## config.mk

```make
export PLATFORM = sky130hd
export DESIGN_NAME = pts_top
export DESIGN_NICKNAME = d
export VERILOG_FILES = /design/src/include/pts_pkg.sv /design/src/pts_top.sv /design/src/pts_tb_mux.sv
export SDC_FILE = /design/constraint.sdc
export NUM_CORES = 1
export LEC_CHECK = 0
export ABC_AREA = 1
export BUFFER_PORTS_ARGS = -buffer_cell sky130_fd_sc_hd__buf_2
export CORE_MARGIN = 2
export CORE_UTILIZATION = 37
export DETAILED_ROUTE_END_ITERATION = 8
export PLACE_DENSITY = 0.76
export RECOVER_POWER = 100
export SLEW_MARGIN = 20
export SYNTH_ARGS = -nofsm -noshare
export SYNTH_HDL_FRONTEND = slang
export SYNTH_HIERARCHICAL = 1
export SYNTH_SLANG_ARGS = --single-unit
```

## constraint.sdc

```tcl
create_clock -name clk_in -period 1.2 [get_ports clk_in]
set_clock_uncertainty 0.05 [all_clocks]
set_input_delay 0.18 -clock clk_in [delete_from_list [all_inputs] [get_ports clk_in]]
set_output_delay 0.18 -clock clk_in [all_outputs]
set_load 0.03 [all_outputs]
```

## src/include/pts_pkg.sv

```systemverilog
// package: register map, field layout and types of the pwm timebase selection block
package pts_pkg;
   // -----------------------------------------------------------
   // register map
   // -----------------------------------------------------------
   localparam logic [11:0] PTS_SEL0_OFFSET  = 12'h000;
   localparam logic [11:0] PTS_MODE_OFFSET  = 12'h004;
   localparam logic [7:0]  PTS_SEL0_RESET   = 8'h00;
   localparam logic [3:0]  PTS_MODE_RESET   = 4'h0;
   // field positions, low bit of each 2-bit field
   localparam int PTS_MOD1_LSB = 0;
   localparam int PTS_MOD2_LSB = 2;
   localparam int PTS_MOD3_LSB = 4;
   localparam int PTS_MOD4_LSB = 6;
   localparam int PTS_NUM_MOD  = 4;
   // -----------------------------------------------------------
   // types
   // -----------------------------------------------------------
   typedef enum logic [1:0]
   {
      PTS_TB_TIMER2   = 2'b00,
      PTS_TB_TIMER4   = 2'b01,
      PTS_TB_TIMER6   = 2'b10,
      PTS_TB_RESERVED = 2'b11
   } pts_tb_type;

   typedef struct packed
   {
      logic [7:0] sel;   // four 2-bit timebase fields
      logic [3:0] pwm_mode;
   } pts_regs_type;
endpackage

```

## src/pts_top.sv

```systemverilog
// pwm timebase selection register with apb access and per-module timebase muxes
// Behaviour
// - bits 7:6 select the timebase of pwm module four: 10 timer 6, 01 timer 4, 00 timer 2, 11 reserved.
// - bits 5:4 select the timebase of pwm module three with the same encoding.
// - bits 3:2 select the timebase of pwm module two, 10 meaning timer 6.
// - the selection governs a module only in pwm mode, and 00 (timer 2) is the default.
`timescale 1ns/1ps
`default_nettype none
module pts_top
   import pts_pkg::*;
(
   // clock and reset
   input  wire logic        clk_in,
   input  wire logic        rstn_in,
   // apb slave
   input  wire logic        psel_in,
   input  wire logic        penable_in,
   input  wire logic        pwrite_in,
   input  wire logic [11:0] paddr_in,
   input  wire logic [31:0] pwdata_in,
   input  wire logic [3:0]  pstrb_in,
   output logic [31:0]      prdata_out,
   output logic             pready_out,
   output logic             pslverr_out,
   // timer period-match pulses: bit 0 timer 2, bit 1 timer 4, bit 2 timer 6
   input  wire logic [2:0]  timer_tick_in,
   // per-module selected timebase
   output logic [3:0]       pwm_tick_out,
   output logic [3:0]       pwm_active_out,
   output logic [7:0]       sel_out
);
   // -----------------------------------------------------------
   // state
   // -----------------------------------------------------------
   typedef struct packed
   {
      pts_regs_type regs;
      logic [31:0]  rdata;
      logic         err;
   } pts_state_type;

   pts_state_type state;
   pts_state_type next_state;
   logic          access;
   logic          setup;
   logic          hit_sel;
   logic          hit_mode;

   assign access   = psel_in && penable_in;
   assign setup    = psel_in && !penable_in;
   assign hit_sel  = (paddr_in == PTS_SEL0_OFFSET);
   assign hit_mode = (paddr_in == PTS_MODE_OFFSET);

   // setup phase latches read data and the error answer, so that both leave
   // flip-flops in the access phase; the access phase commits writes
   always_comb
   begin
      next_state = state;
      if (setup)
      begin
         next_state.err   = !(hit_sel || hit_mode);
         next_state.rdata = 32'h0000_0000;
         if (!pwrite_in && hit_sel)
            next_state.rdata = {24'h00_0000, state.regs.sel};
         if (!pwrite_in && hit_mode)
            next_state.rdata = {28'h000_0000, state.regs.pwm_mode};
      end
      if (access)
      begin
         if (pwrite_in && hit_sel && pstrb_in[0])
            next_state.regs.sel = pwdata_in[7:0];
         if (pwrite_in && hit_mode && pstrb_in[0])
            next_state.regs.pwm_mode = pwdata_in[3:0];
      end
   end

   // register the state; reset selects timer 2 everywhere
   always_ff @(posedge clk_in)
   begin
      if (!rstn_in)
      begin
         state.regs.sel      <= PTS_SEL0_RESET;
         state.regs.pwm_mode <= PTS_MODE_RESET;
         state.rdata         <= 32'h0000_0000;
         state.err           <= 1'b0;
      end
      else
         state <= next_state;
   end

   // zero wait states; read data and error come from the setup-phase flops
   assign pready_out  = 1'b1;
   assign prdata_out  = state.rdata;
   assign pslverr_out = access && state.err;
   assign sel_out     = state.regs.sel;

   // -----------------------------------------------------------
   // timebase muxes, one per pwm module
   // -----------------------------------------------------------
   genvar g;
   generate
      for (g = 0; g < PTS_NUM_MOD; g++)
      begin : g_mux
         pts_tb_mux u_mux
         (
            .sel_in      (state.regs.sel[2*g +: 2]),
            .pwm_mode_in (state.regs.pwm_mode[g]),
            .tick_in     (timer_tick_in),
            .tick_out    (pwm_tick_out[g]),
            .active_out  (pwm_active_out[g])
         );
      end
   endgenerate

   // -----------------------------------------------------------
   // assertions
   // -----------------------------------------------------------
   a_mod4_timer6: assert property (@(posedge clk_in) disable iff (!rstn_in)
      (state.regs.sel[7:6] == 2'b10 && state.regs.pwm_mode[3]) |-> pwm_tick_out[3] == timer_tick_in[2])
      else $error("module four not on timer 6");
   a_mod3_timer4: assert property (@(posedge clk_in) disable iff (!rstn_in)
      (state.regs.sel[5:4] == 2'b01 && state.regs.pwm_mode[2]) |-> pwm_tick_out[2] == timer_tick_in[1])
      else $error("module three not on timer 4");
   a_mod2_write: assert property (@(posedge clk_in) disable iff (!rstn_in)
      (access && pwrite_in && hit_sel && pstrb_in[0]) |=> state.regs.sel[3:2] == $past(pwdata_in[3:2]))
      else $error("module two field not written");
   a_nopwm_idle: assert property (@(posedge clk_in) disable iff (!rstn_in)
      !state.regs.pwm_mode[0] |-> !pwm_tick_out[0] && !pwm_active_out[0])
      else $error("timebase routed outside pwm mode");
   a_reset_clear: assert property (@(posedge clk_in)
      !rstn_in |=> sel_out == 8'h00)
      else $error("selection not cleared by reset");
   a_sel_hold: assert property (@(posedge clk_in) disable iff (!rstn_in)
      !(access && pwrite_in && hit_sel) |=> $stable(sel_out))
      else $error("selection changed without write");
   a_read_back: assert property (@(posedge clk_in) disable iff (!rstn_in)
      (access && !pwrite_in && hit_sel) |-> prdata_out == {24'h00_0000, sel_out})
      else $error("read data differs from selection");
   a_mod1_timer2: assert property (@(posedge clk_in) disable iff (!rstn_in)
      (sel_out[1:0] == 2'b00 && state.regs.pwm_mode[0]) |-> pwm_tick_out[0] == timer_tick_in[0])
      else $error("module one not on timer 2");

   // -----------------------------------------------------------
   // timebase routing, the legal codes of each module not covered by the assertions above
   // -----------------------------------------------------------
   // module one, codes 01 and 10
   a_mod1_timer4: assert property (@(posedge clk_in) disable iff (!rstn_in)
      (sel_out[1:0] == 2'b01 && state.regs.pwm_mode[0]) |-> pwm_tick_out[0] == timer_tick_in[1])
      else $error("module one not on timer 4");
   a_mod1_timer6: assert property (@(posedge clk_in) disable iff (!rstn_in)
      (sel_out[1:0] == 2'b10 && state.regs.pwm_mode[0]) |-> pwm_tick_out[0] == timer_tick_in[2])
      else $error("module one not on timer 6");
   // module two, codes 00, 01 and 10
   a_mod2_timer2: assert property (@(posedge clk_in) disable iff (!rstn_in)
      (sel_out[3:2] == 2'b00 && state.regs.pwm_mode[1]) |-> pwm_tick_out[1] == timer_tick_in[0])
      else $error("module two not on timer 2");
   a_mod2_timer4: assert property (@(posedge clk_in) disable iff (!rstn_in)
      (sel_out[3:2] == 2'b01 && state.regs.pwm_mode[1]) |-> pwm_tick_out[1] == timer_tick_in[1])
      else $error("module two not on timer 4");
   a_mod2_timer6: assert property (@(posedge clk_in) disable iff (!rstn_in)
      (sel_out[3:2] == 2'b10 && state.regs.pwm_mode[1]) |-> pwm_tick_out[1] == timer_tick_in[2])
      else $error("module two not on timer 6");
   // module three, codes 00 and 10
   a_mod3_timer2: assert property (@(posedge clk_in) disable iff (!rstn_in)
      (sel_out[5:4] == 2'b00 && state.regs.pwm_mode[2]) |-> pwm_tick_out[2] == timer_tick_in[0])
      else $error("module three not on timer 2");
   a_mod3_timer6: assert property (@(posedge clk_in) disable iff (!rstn_in)
      (sel_out[5:4] == 2'b10 && state.regs.pwm_mode[2]) |-> pwm_tick_out[2] == timer_tick_in[2])
      else $error("module three not on timer 6");
   // module four, codes 00 and 01
   a_mod4_timer2: assert property (@(posedge clk_in) disable iff (!rstn_in)
      (sel_out[7:6] == 2'b00 && state.regs.pwm_mode[3]) |-> pwm_tick_out[3] == timer_tick_in[0])
      else $error("module four not on timer 2");
   a_mod4_timer4: assert property (@(posedge clk_in) disable iff (!rstn_in)
      (sel_out[7:6] == 2'b01 && state.regs.pwm_mode[3]) |-> pwm_tick_out[3] == timer_tick_in[1])
      else $error("module four not on timer 4");

   // -----------------------------------------------------------
   // pwm mode gating
   // -----------------------------------------------------------
   // a module outside pwm mode neither ticks nor reports itself active
   a_gate_ticks: assert property (@(posedge clk_in) disable iff (!rstn_in)
      (pwm_tick_out & ~state.regs.pwm_mode) == 4'h0)
      else $error("tick routed to a module outside pwm mode");
   a_gate_active: assert property (@(posedge clk_in) disable iff (!rstn_in)
      (pwm_active_out & ~state.regs.pwm_mode) == 4'h0)
      else $error("module active outside pwm mode");
   // in pwm mode with a legal code the module reports itself active
   a_active_mod1: assert property (@(posedge clk_in) disable iff (!rstn_in)
      (state.regs.pwm_mode[0] && sel_out[1:0] != 2'b11) |-> pwm_active_out[0])
      else $error("module one not active in pwm mode");
   a_active_mod4: assert property (@(posedge clk_in) disable iff (!rstn_in)
      (state.regs.pwm_mode[3] && sel_out[7:6] != 2'b11) |-> pwm_active_out[3])
      else $error("module four not active in pwm mode");
   // reset leaves every module on timer 2 and out of pwm mode
   a_reset_mode: assert property (@(posedge clk_in)
      !rstn_in |=> state.regs.pwm_mode == 4'h0 && pwm_active_out == 4'h0 && pwm_tick_out == 4'h0)
      else $error("pwm gating not cleared by reset");

   // -----------------------------------------------------------
   // register bus answers
   // -----------------------------------------------------------
   // a write with byte lane 0 masked leaves the selection alone
   a_strobe_mask: assert property (@(posedge clk_in) disable iff (!rstn_in)
      (access && pwrite_in && hit_sel && !pstrb_in[0]) |=> $stable(sel_out))
      else $error("masked write changed the selection");
   // unmapped addresses answer with an error, read zero and change nothing
   a_err_unmapped: assert property (@(posedge clk_in) disable iff (!rstn_in)
      (access && !(hit_sel || hit_mode)) |-> pslverr_out && prdata_out == 32'h0000_0000)
      else $error("unmapped access not refused");
   a_err_mapped: assert property (@(posedge clk_in) disable iff (!rstn_in)
      (access && (hit_sel || hit_mode)) |-> !pslverr_out)
      else $error("mapped access answered with an error");
   a_unmapped_write: assert property (@(posedge clk_in) disable iff (!rstn_in)
      (access && pwrite_in && !(hit_sel || hit_mode)) |=> $stable(sel_out) && $stable(state.regs.pwm_mode))
      else $error("unmapped write changed a register");
   // the mode register holds between writes and reads back as stored
   a_mode_hold: assert property (@(posedge clk_in) disable iff (!rstn_in)
      !(access && pwrite_in && hit_mode && pstrb_in[0]) |=> $stable(state.regs.pwm_mode))
      else $error("pwm mode changed without write");
   a_mode_read: assert property (@(posedge clk_in) disable iff (!rstn_in)
      (access && !pwrite_in && hit_mode) |-> prdata_out == {28'h000_0000, state.regs.pwm_mode})
      else $error("read data differs from pwm mode");
endmodule // pts_top
`default_nettype wire

```

## src/pts_tb_mux.sv

```systemverilog
// one pwm module's timebase multiplexer
`timescale 1ns/1ps
`default_nettype none
module pts_tb_mux
   import pts_pkg::*;
(
   // selection
   input  wire logic [1:0] sel_in,
   input  wire logic       pwm_mode_in,
   // timebase period-match pulses
   input  wire logic [2:0] tick_in,
   // selected timebase
   output logic            tick_out,
   output logic            active_out
);
   // route chosen timer only in pwm mode; reserved code drives nothing
   always_comb
   begin
      tick_out   = 1'b0;
      active_out = pwm_mode_in && (sel_in != PTS_TB_RESERVED);
      if (pwm_mode_in)
      begin
         unique case (sel_in)
            PTS_TB_TIMER2:   tick_out = tick_in[0];
            PTS_TB_TIMER4:   tick_out = tick_in[1];
            PTS_TB_TIMER6:   tick_out = tick_in[2];
            PTS_TB_RESERVED: tick_out = 1'b0;
         endcase
      end
   end
endmodule // pts_tb_mux
`default_nettype wire

```

==> results of run 1 <==
cell usage in the layout (no fill, tap or decap), drive strengths merged:
| cell type | synthesis | final |
|---|---|---|
| a21oi | 10 | 10 |
| buf | 45 | 56 |
| clkbuf | 1 | 16 |
| clkinv | 2 | 1 |
| conb | 2 | 25 |
| dfxtp | 21 | 21 |
| inv | 35 | 36 |
| nand2 | 45 | 45 |
| nand3 | 8 | 8 |
| nand4 | 8 | 8 |
| nor2 | 55 | 55 |
| nor3 | 4 | 4 |
| o21ai | 8 | 8 |
| or2 | 1 | 1 |
report_power, final:
part / switching [mW] / internal, mW
clock: 0.233 / 0.237
combinational: 0.228 / 0.0801
sequential: 0.00766 / 0.704
total: 0.468 / 1.02
kinds of logic (layout without fill, tap and decap cells):
logic type | count (synthesis) | in the layout | synth area share (%)
simple gates | 121 | 121 | 34.5
buf+inv | 83 | 109 | 31.4
flops | 21 | 21 | 27.6
compound gates | 18 | 18 | 5.92
other cells | 2 | 25 | 0.494
per-stage QoR:
step                std cells  hold slack, ns  setup TNS [ns]
floorplan                 268           0.265               0
global placement          333           0.352          -0.694
detailed placement        333           0.358          -0.937
CTS                       343          0.0863          -0.554
global route              344           0.105           -1.31
finish                    344          0.0954          -0.478
flip-flops by register name (all words and copies together), names as in the netlist:
register / flops
prdata_out: 8
state: 5
sel_out: 8
routing by layer:
layer | GRT usage [%] | share of wire (%) | routed length [um] | vias to the layer above
met1 | 19.0 | 45 | 1480 | 613
li1 | - | - | - | 773
met4 | 4.50 | 2.2 | 74 | 0
met2 | 25.2 | 48 | 1600 | 40
met5 | 0 | 0 | 0 | -
met3 | 2.96 | 5.1 | 169 | 7
synth_stat cells:
library cell,number,area (sq um)
nand2_2,1,6.26
buf_6,1,11.3
dfxtp_1,21,420
conb_1,2,7.51
nor2_2,2,12.5
clkbuf_1,1,3.75
buf_4,41,308
nand2_4,1,11.3
nor2_1,52,195
nand3_1,8,40.0
or2_4,1,8.76
nand4_1,8,50.1
clkinv_1,1,3.75
o21ai_1,4,20.0
nand2_1,43,161
inv_2,2,7.51
clkinv_2,1,5.00
nor2_8,1,20.0
a21oi_1,10,50.1
buf_2,3,15.0
inv_1,33,124
o21ai_0,4,20.0
nor3_1,4,20.0
repair_timing:
action / CTS / global route
hold buffers: 0 / 0
buffers inserted: 6 / 1
endpoints found under the setup margin: 11 / 13
resized for setup: 29 / 24
pin swaps: 7 / 4
path summary, 6_finish.rpt:
check,from,slack (ns),endpoint,cells after the start
hold reg to reg,state[0],0.42,state[0],2
setup / recovery,sel_out[7],-0.12,pwm_tick_out[3],4
hold / removal,pwdata_in[4],0.1,sel_out[4],3
setup reg to reg,sel_out[7],0.25,sel_out[7],6
cell type report:
cell class | count | area (sq um)
clock buffer | 4 | 45.0
fill | 419 | 2090
inverter | 37 | 139
multi-input combinational | 164 | 768
sequential | 21 | 445
tap | 50 | 62.6
timing repair buffer | 68 | 418
worst reg2reg max path, cell delays in order (launching register included):
cell and delay, ns:
dfxtp_4 0.37, buf_6 0.12, buf_4 0.12, inv_1 0.04, nand2_1 0.04, nand2_1 0.05
nor2_1 0.04
==> results.yml, run 1 <==
logic_synthesis:
  syn_area_per_cell_sq_um: 6.21
  netlist_area_sq_um: 1520
  yosys_warnings: 6
  syn_inst: 245
  ys_ff_latch: 21
  synth_cell_types: 23
  ys_seq_area_share_pct: 27.6
placement:
  post-place-ws_ns: -0.0838
  hpwl_um: 2480
  gp_congestion: 0.853
  port_buffers: 53
  postPlaceCellArea_sq_um: 1660
critical_path:
  slowest_delay_ns: 0.37
  start_kind: "flip-flop"
  critPathBufInv: 1
  cp-end-kind: "primary output"
  crit_type: "reg -> out"
  cp_cell_sequence: "a21oi_2 -> nand2_1 -> nor2_2 -> buf_6"
  cp_data_arrival_time_ns: 1.09
  cp_top_family: "flip-flops"
  path_max_fanout: 5
  cp.required_ns: 0.97
  crit_slowest_cell: "dfxtp_4"
routing:
  vias: 1433
  totalWireLength_um: 3320
  avgViaCountPerCell: 4.17
  ant_nets: 0
  drc: 0
  drtIter0Drc: 46
  dr.pass1.iters: 4
  drt-wirelength-per-cell_um: 9.64
finish:
  layout-drive-gt1-share_pct: 36.4
  fin_area_sq_um: 1880
  fin_util_pct: 47.3
  syn2layout_area_growth_pct: 23.4
  nNetsFinal: 351
  diodes: 0
grt:
  grt_start_max_net_pins: 17
  grt_pass1_wl_um: 5350
  grt.overflow.total: 0
  grt_usage_pct: 14.9
  grt_pass1_vias: 1231
  antenna_found_initial: 0
sta:
  setup_viol: 5
  layout_setup_ws_ns: -0.116
  clock.fmax_mhz: 760
  drv_slew: 0
  fin_crit_ns: 1.32
  period_share_pct: 110
  rsz0062_at_grt: "yes"
  hold_viol_final: 0
clocking:
  htree_num_levels: 1
  clockRootBuffer: "clkbuf_8"
  clock_sinks: 21
  cts_tree: "yes"
  cts_buffer_depth: 2
  cts_buffers: 3
  clk_pin_slew_ns: 0.07
  clk_latency_ns: 0.26
run_status:
  outcome: "finished with violations"
  violations: "setup timing"
floorplanning:
  core_region_area_sq_um: 3970
  dieWidth_um: 68.1
  die_area_sq_um: 4640
  ios: 106
  start_util_pct: 38.3
  fp.dieH_um: 68.1
  rows: 23
pwr:
  powerDensity_nw_per_um2: 793
  irDropWorstVdd_v: 0.000291
  power.total_mw: 1.49
  power_leakage_nw: 1.04
run:
  cap_violations: 0
min_path:
  worstHoldPathType: "in -> reg"
(Power assumes the default switching activity.)
==> inputs of run 2 (changes only) <==
--- a/config.mk
+++ b/config.mk
@@ -7,10 +7,12 @@
 export LEC_CHECK = 0
 export ABC_AREA = 1
 export BUFFER_PORTS_ARGS = -buffer_cell sky130_fd_sc_hd__buf_2
+export CELL_PAD_IN_SITES_DETAIL_PLACEMENT = 1
+export CELL_PAD_IN_SITES_GLOBAL_PLACEMENT = 1
 export CORE_MARGIN = 2
-export CORE_UTILIZATION = 37
+export CORE_UTILIZATION = 23
 export DETAILED_ROUTE_END_ITERATION = 8
-export PLACE_DENSITY = 0.76
+export PLACE_DENSITY = 0.75
 export RECOVER_POWER = 100
 export SLEW_MARGIN = 20
 export SYNTH_ARGS = -nofsm -noshare
==> run 2 against run 1 <==
- clock power is essentially flat
- clock-buffer cell count is the same
- the flow still finishes with violations (setup timing)
- largest power group unchanged
- wire length grew 23%
- critical path depth shrank 1
- flip-flop and latch count is the same
- first-iteration DRC count shrank 24%
- critical path type unchanged
- via count grew 4.6%
- maximum frequency shrank 0.42%
- register-to-register slack gained 0.03 ns
==> results.yml, run 2 (synthesized netlist as in run 1, its figures left out) <==
run_status:
  outcome: "finished with violations"
  violations: "setup timing"
clocking:
  clk_pin_slew_ns: 0.08
  clockRootBuffer: "clkbuf_8"
  cts_tree: "yes"
  cts_buffers: 3
  hold_buffers: 0
  clock_sinks: 21
  cts_buffer_depth: 2
  clk_latency_ns: 0.26
  htree_num_levels: 1
sta:
  period_share_pct: 110
  rsz0062_at_grt: "yes"
  setup_viol: 6
  clock.fmax_mhz: 757
  drv_slew: 0
  hold_viol_final: 0
  hold_slack_ns: 0.0924
  layout_setup_ws_ns: -0.121
  fin_crit_ns: 1.32
finish:
  final_cells: 374
  final_cell_mix: "51 x nor2_1, 44 x nand2_1, 32 x buf_2"
  fin_util_pct: 31.3
  final_common_cell: "nor2_1"
  diodes: 0
  layout-drive-gt1-share_pct: 38.0
  syn2layout_area_growth_pct: 31.5
  nNetsFinal: 354
min_path:
  min_from: "pwdata_in[6]"
  worstHoldPathType: "in -> reg"
  worstHoldEndpoint: "sel_out[6]"
  min_path_cells: 3
routing:
  wl_met1_um: 1730
  drt-wirelength-per-cell_um: 10.9
  routed.top_layer: "met4"
  wl_met3_um: 209
  dr.pass1.iters: 3
  drc: 0
  drtIter0Drc: 35
  dr_wl_met2_um: 2120
  avgViaCountPerCell: 4.01
  totalWireLength_um: 4080
  ant_nets: 0
  vias: 1499
pwr:
  powerDensity_nw_per_um2: 746
  power_leakage_nw: 1.07
  irDropWorstVdd_v: 0.000343
floorplanning:
  core_region_area_sq_um: 6390
  dieWidth_um: 85.3
  fp.dieH_um: 85.3
  start_util_pct: 23.8
  ios: 106
  rows: 29
  die_area_sq_um: 7280
critical_path:
  r2r-start: "sel_out[1]"
  critPathLaunch: "sel_out[2]"
  cp_data_arrival_time_ns: 1.09
  cp_top_family: "flip-flops"
  start_kind: "flip-flop"
  critPathBufInv: 1
  crit_type: "reg -> out"
  slowest_delay_ns: 0.36
  rr_worst_depth: 5
  cp.depth: 3
  cp-end-kind: "primary output"
  crit_slowest_cell: "dfxtp_4"
  cp_cell_sequence: "nor3_1 -> nor2_2 -> buf_6"
  cp.required_ns: 0.97
  r2r_end: "prdata_out[1]"
  path_max_fanout: 4
  r2r_slack_ns: 0.28
grt:
  grt_usage_pct: 11.6
  grt_start_max_net_pins: 17
  grt_pass1_vias: 1554
  antenna_found_initial: 0
  grt_pass1_wl_um: 7020
  grt.overflow.total: 0
run:
  cap_violations: 0
placement:
  dp_cells: 364
  port_buffers: 53
  hpwl_um: 3200
  gp_congestion: 0.714
run 2: changes by cell type in the layout (fill, tap and decap cells not counted), moves of 2 or more:
cell / previous run / this run
buf_6: 5 / 10
buf_4: 18 / 20
clkbuf_2: 10 / 8
dfxtp_2: 8 / 6
dfxtp_4: 4 / 6
nor3_1: 3 / 1
nor3_2: 1 / 3
run 2: cell type report:
cell class	instances	area [sq um]
Inverter	37	140
Timing Repair Buffer	71	483
Sequential cell	21	450
Tap cell	77	96.3
Multi-Input combinational cell	164	786
Clock buffer	4	45.0
Fill cell	841	4390
run 2: worst min-delay path: stages:
cell and delay [ns]:
buf_2 0.08, nor2_1 0.03, nor2_1 0.08
run 2: routing by layer:
| layer | vias to the layer above | global-route usage [%] |
|---|---|---|
| met1 | 681 | 14.1 |
| met2 | 36 | 21.1 |
| met3 | 4 | 2.43 |
| li1 | 778 | - |
| met5 | - | 0 |
| met4 | 0 | 2.02 |
run 2: worst max path at each step:
stage / endpoint / slack, ns
floorplan: pwm_tick_out[3] / 0.04
global placement: sel_out[5] / -0.11
detailed placement: sel_out[5] / -0.12
CTS: pwm_tick_out[1] / -0.15
global route: pwm_tick_out[0] / -0.19
finish: pwm_tick_out[1] / -0.12
run 2: report_power, final:
part           switching [mW]  internal [mW]  leakage (nW)
combinational           0.234         0.0808         0.867
sequential            0.00810          0.700         0.179
clock                   0.234          0.237        0.0228
total                   0.476           1.02          1.07
run 2: metrics by stage:
stage / worst slack, ns / setup TNS, ns / area (sq um) / total power, mW
after global routing: -0.191 / -1.49 / 2000 / 1.59
final: -0.121 / -0.534 / 2000 / 1.49
after floorplan: 0.0372 / 0 / 1610 / 1.03
after CTS: -0.145 / -0.603 / 1920 / 1.53
after detailed placement: -0.121 / -1.71 / 1730 / 1.05
after global placement: -0.110 / -1.45 / 1730 / 1.04
run 2: timing repair:
action	in CTS	in global routing
endpoints found under the setup margin	12	19
setup buffers	5	1
pin swaps	10	7
resized for setup	43	23
==> inputs of run 3 (changes only) <==
==> constraint.sdc (replaced) <==
create_clock -name clk_in -period 1.2 [get_ports clk_in]
set_clock_uncertainty 0.05 [all_clocks]
set_input_delay 0.12 -clock clk_in [delete_from_list [all_inputs] [get_ports clk_in]]
set_output_delay 0.12 -clock clk_in [all_outputs]
set_load 0.03 [all_outputs]
==> run 3 against run 2 <==
- the run still ends with setup timing left
- die area unchanged
- global-route usage about the same
- worst setup slack improved by 0.038 ns
- wire length increased by 7.3%
- register-to-register slack got worse by 0.08 ns
- worst hold slack got worse by 0.061 ns
- critical path depth increased by 1
- first-iteration DRC count increased by 17%
- clock-buffer cell count unchanged
- critical endpoint is now pwm_tick_out[2]
==> results.yml, run 3 (synthesized netlist as in run 1, its figures left out) <==
routing:
  drc: 0
  drtIter0Drc: 41
  totalWireLength_um: 4380
  vias: 1525
  dr.pass1.iters: 6
  ant_nets: 0
  drt-wirelength-per-cell_um: 11.6
  avgViaCountPerCell: 4.06
sta:
  layout_setup_ws_ns: -0.0830
  hold_viol_final: 0
  clock.fmax_mhz: 779
  fin_crit_ns: 1.28
  drv_slew: 0
  setup_viol: 5
  rsz0062_at_grt: "yes"
  period_share_pct: 107
  hold_slack_ns: 0.0315
run_status:
  violations: "setup timing"
  outcome: "finished with violations"
floorplanning:
  fp.dieH_um: 85.3
  dieWidth_um: 85.3
  rows: 29
  start_util_pct: 23.8
  die_area_sq_um: 7280
  core_region_area_sq_um: 6390
  ios: 106
critical_path:
  critPathLaunch: "sel_out[5]"
  cp-end-kind: "primary output"
  cp_data_arrival_time_ns: 1.11
  cp_cell_sequence: "o21ai_4 -> nand2_1 -> nor2_1 -> buf_4"
  crit_slowest_cell: "dfxtp_4"
  crit_type: "reg -> out"
  path_max_fanout: 6
  r2r-start: "state[35]"
  start_kind: "flip-flop"
  slowest_delay_ns: 0.38
  cp.required_ns: 1.03
finish:
  fin_area_sq_um: 1950
  final_cells: 376
  layout-drive-gt1-share_pct: 37.1
  nNetsFinal: 356
  final_common_cell: "nor2_1"
  diodes: 0
  syn2layout_area_growth_pct: 28.0
  final_cell_mix: "52 x nor2_1, 45 x buf_2, 43 x nand2_1"
pwr:
  powerDensity_nw_per_um2: 766
  power_leakage_nw: 1.10
  irDropWorstVdd_v: 0.000355
placement:
  dp_cells: 360
  hpwl_um: 3250
  port_buffers: 53
  post-place-ws_ns: -0.0695
  postPlaceCellArea_sq_um: 1700
  gp_congestion: 0.706
grt:
  grt.overflow.total: 0
  antenna_found_initial: 0
  grt_usage_pct: 11.6
  grt_pass1_wl_um: 6850
  grt_start_max_net_pins: 17
  grt_pass1_vias: 1501
clocking:
  hold_buffers: 0
  htree_num_levels: 1
  clk_pin_slew_ns: 0.08
  clockRootBuffer: "clkbuf_8"
  cts_tree: "yes"
  clock_sinks: 21
  cts_buffers: 3
  clk_latency_ns: 0.26
  cts_buffer_depth: 2
min_path:
  min_from: "pwdata_in[6]"
  worstHoldPathType: "in -> reg"
run:
  cap_violations: 0
run 3: final cells by class:
cell class,count,area (sq um)
Clock buffer,4,45.0
Fill cell,832,4440
Inverter,37,140
Multi-Input combinational cell,164,762
Sequential cell,21,445
Tap cell,77,96.3
Timing Repair Buffer,73,459
run 3: what timing repair did:
item,4_1_cts,5_1_grt
pin swaps,11,4
gates resized for setup,33,12
setup endpoints to repair,8,8
setup buffers,9,3
run 3: routing by layer:
metal  track usage, %  routed length [um]  vias to the layer above
li1                 -                   -                      783
met1             13.0                1770                      694
met2             21.6                2300                       42
met3             2.43                 246                        6
met4             3.90                  66                        0
met5                0                   0                        -
run 3: worst paths after layout:
| path | cells after the start | slack, ns | end |
|---|---|---|---|
| setup / recovery | 4 | -0.08 | pwm_tick_out[2] |
| hold reg to reg | 2 | 0.42 | state[0] |
| setup reg to reg | 6 | 0.20 | prdata_out[2] |
| hold / removal | 3 | 0.03 | sel_out[6] |
run 3: worst max-delay path: cells and delay by family, from the launching register on:
family	cells	cell delay (ns)
AO/OA/AOI/OAI	1	0.14
flip-flops	1	0.38
buffers and inverters	1	0.17
AND/OR/NAND/NOR	2	0.16
run 3: per-stage QoR:
| step | utilization, % | TNS [ns] | power (mW) |
|---|---|---|---|
| finish | 30.5 | -0.264 | 1.49 |
| global route | 30.5 | -0.541 | 1.58 |
| CTS | 29.7 | -0.327 | 1.52 |
| detailed placement | 26.7 | -0.817 | 1.05 |
| floorplan | - | 0 | 1.03 |
| global placement | 26.7 | -0.424 | 1.04 |
run 3: power by group:
group          internal (mW)  leakage [nW]  total [mW]  switching (mW)
Combinational         0.0808         0.896       0.316           0.236
Clock                  0.236        0.0228       0.465           0.229
Sequential             0.704         0.178       0.712         0.00751
Total                   1.02          1.10        1.49           0.472
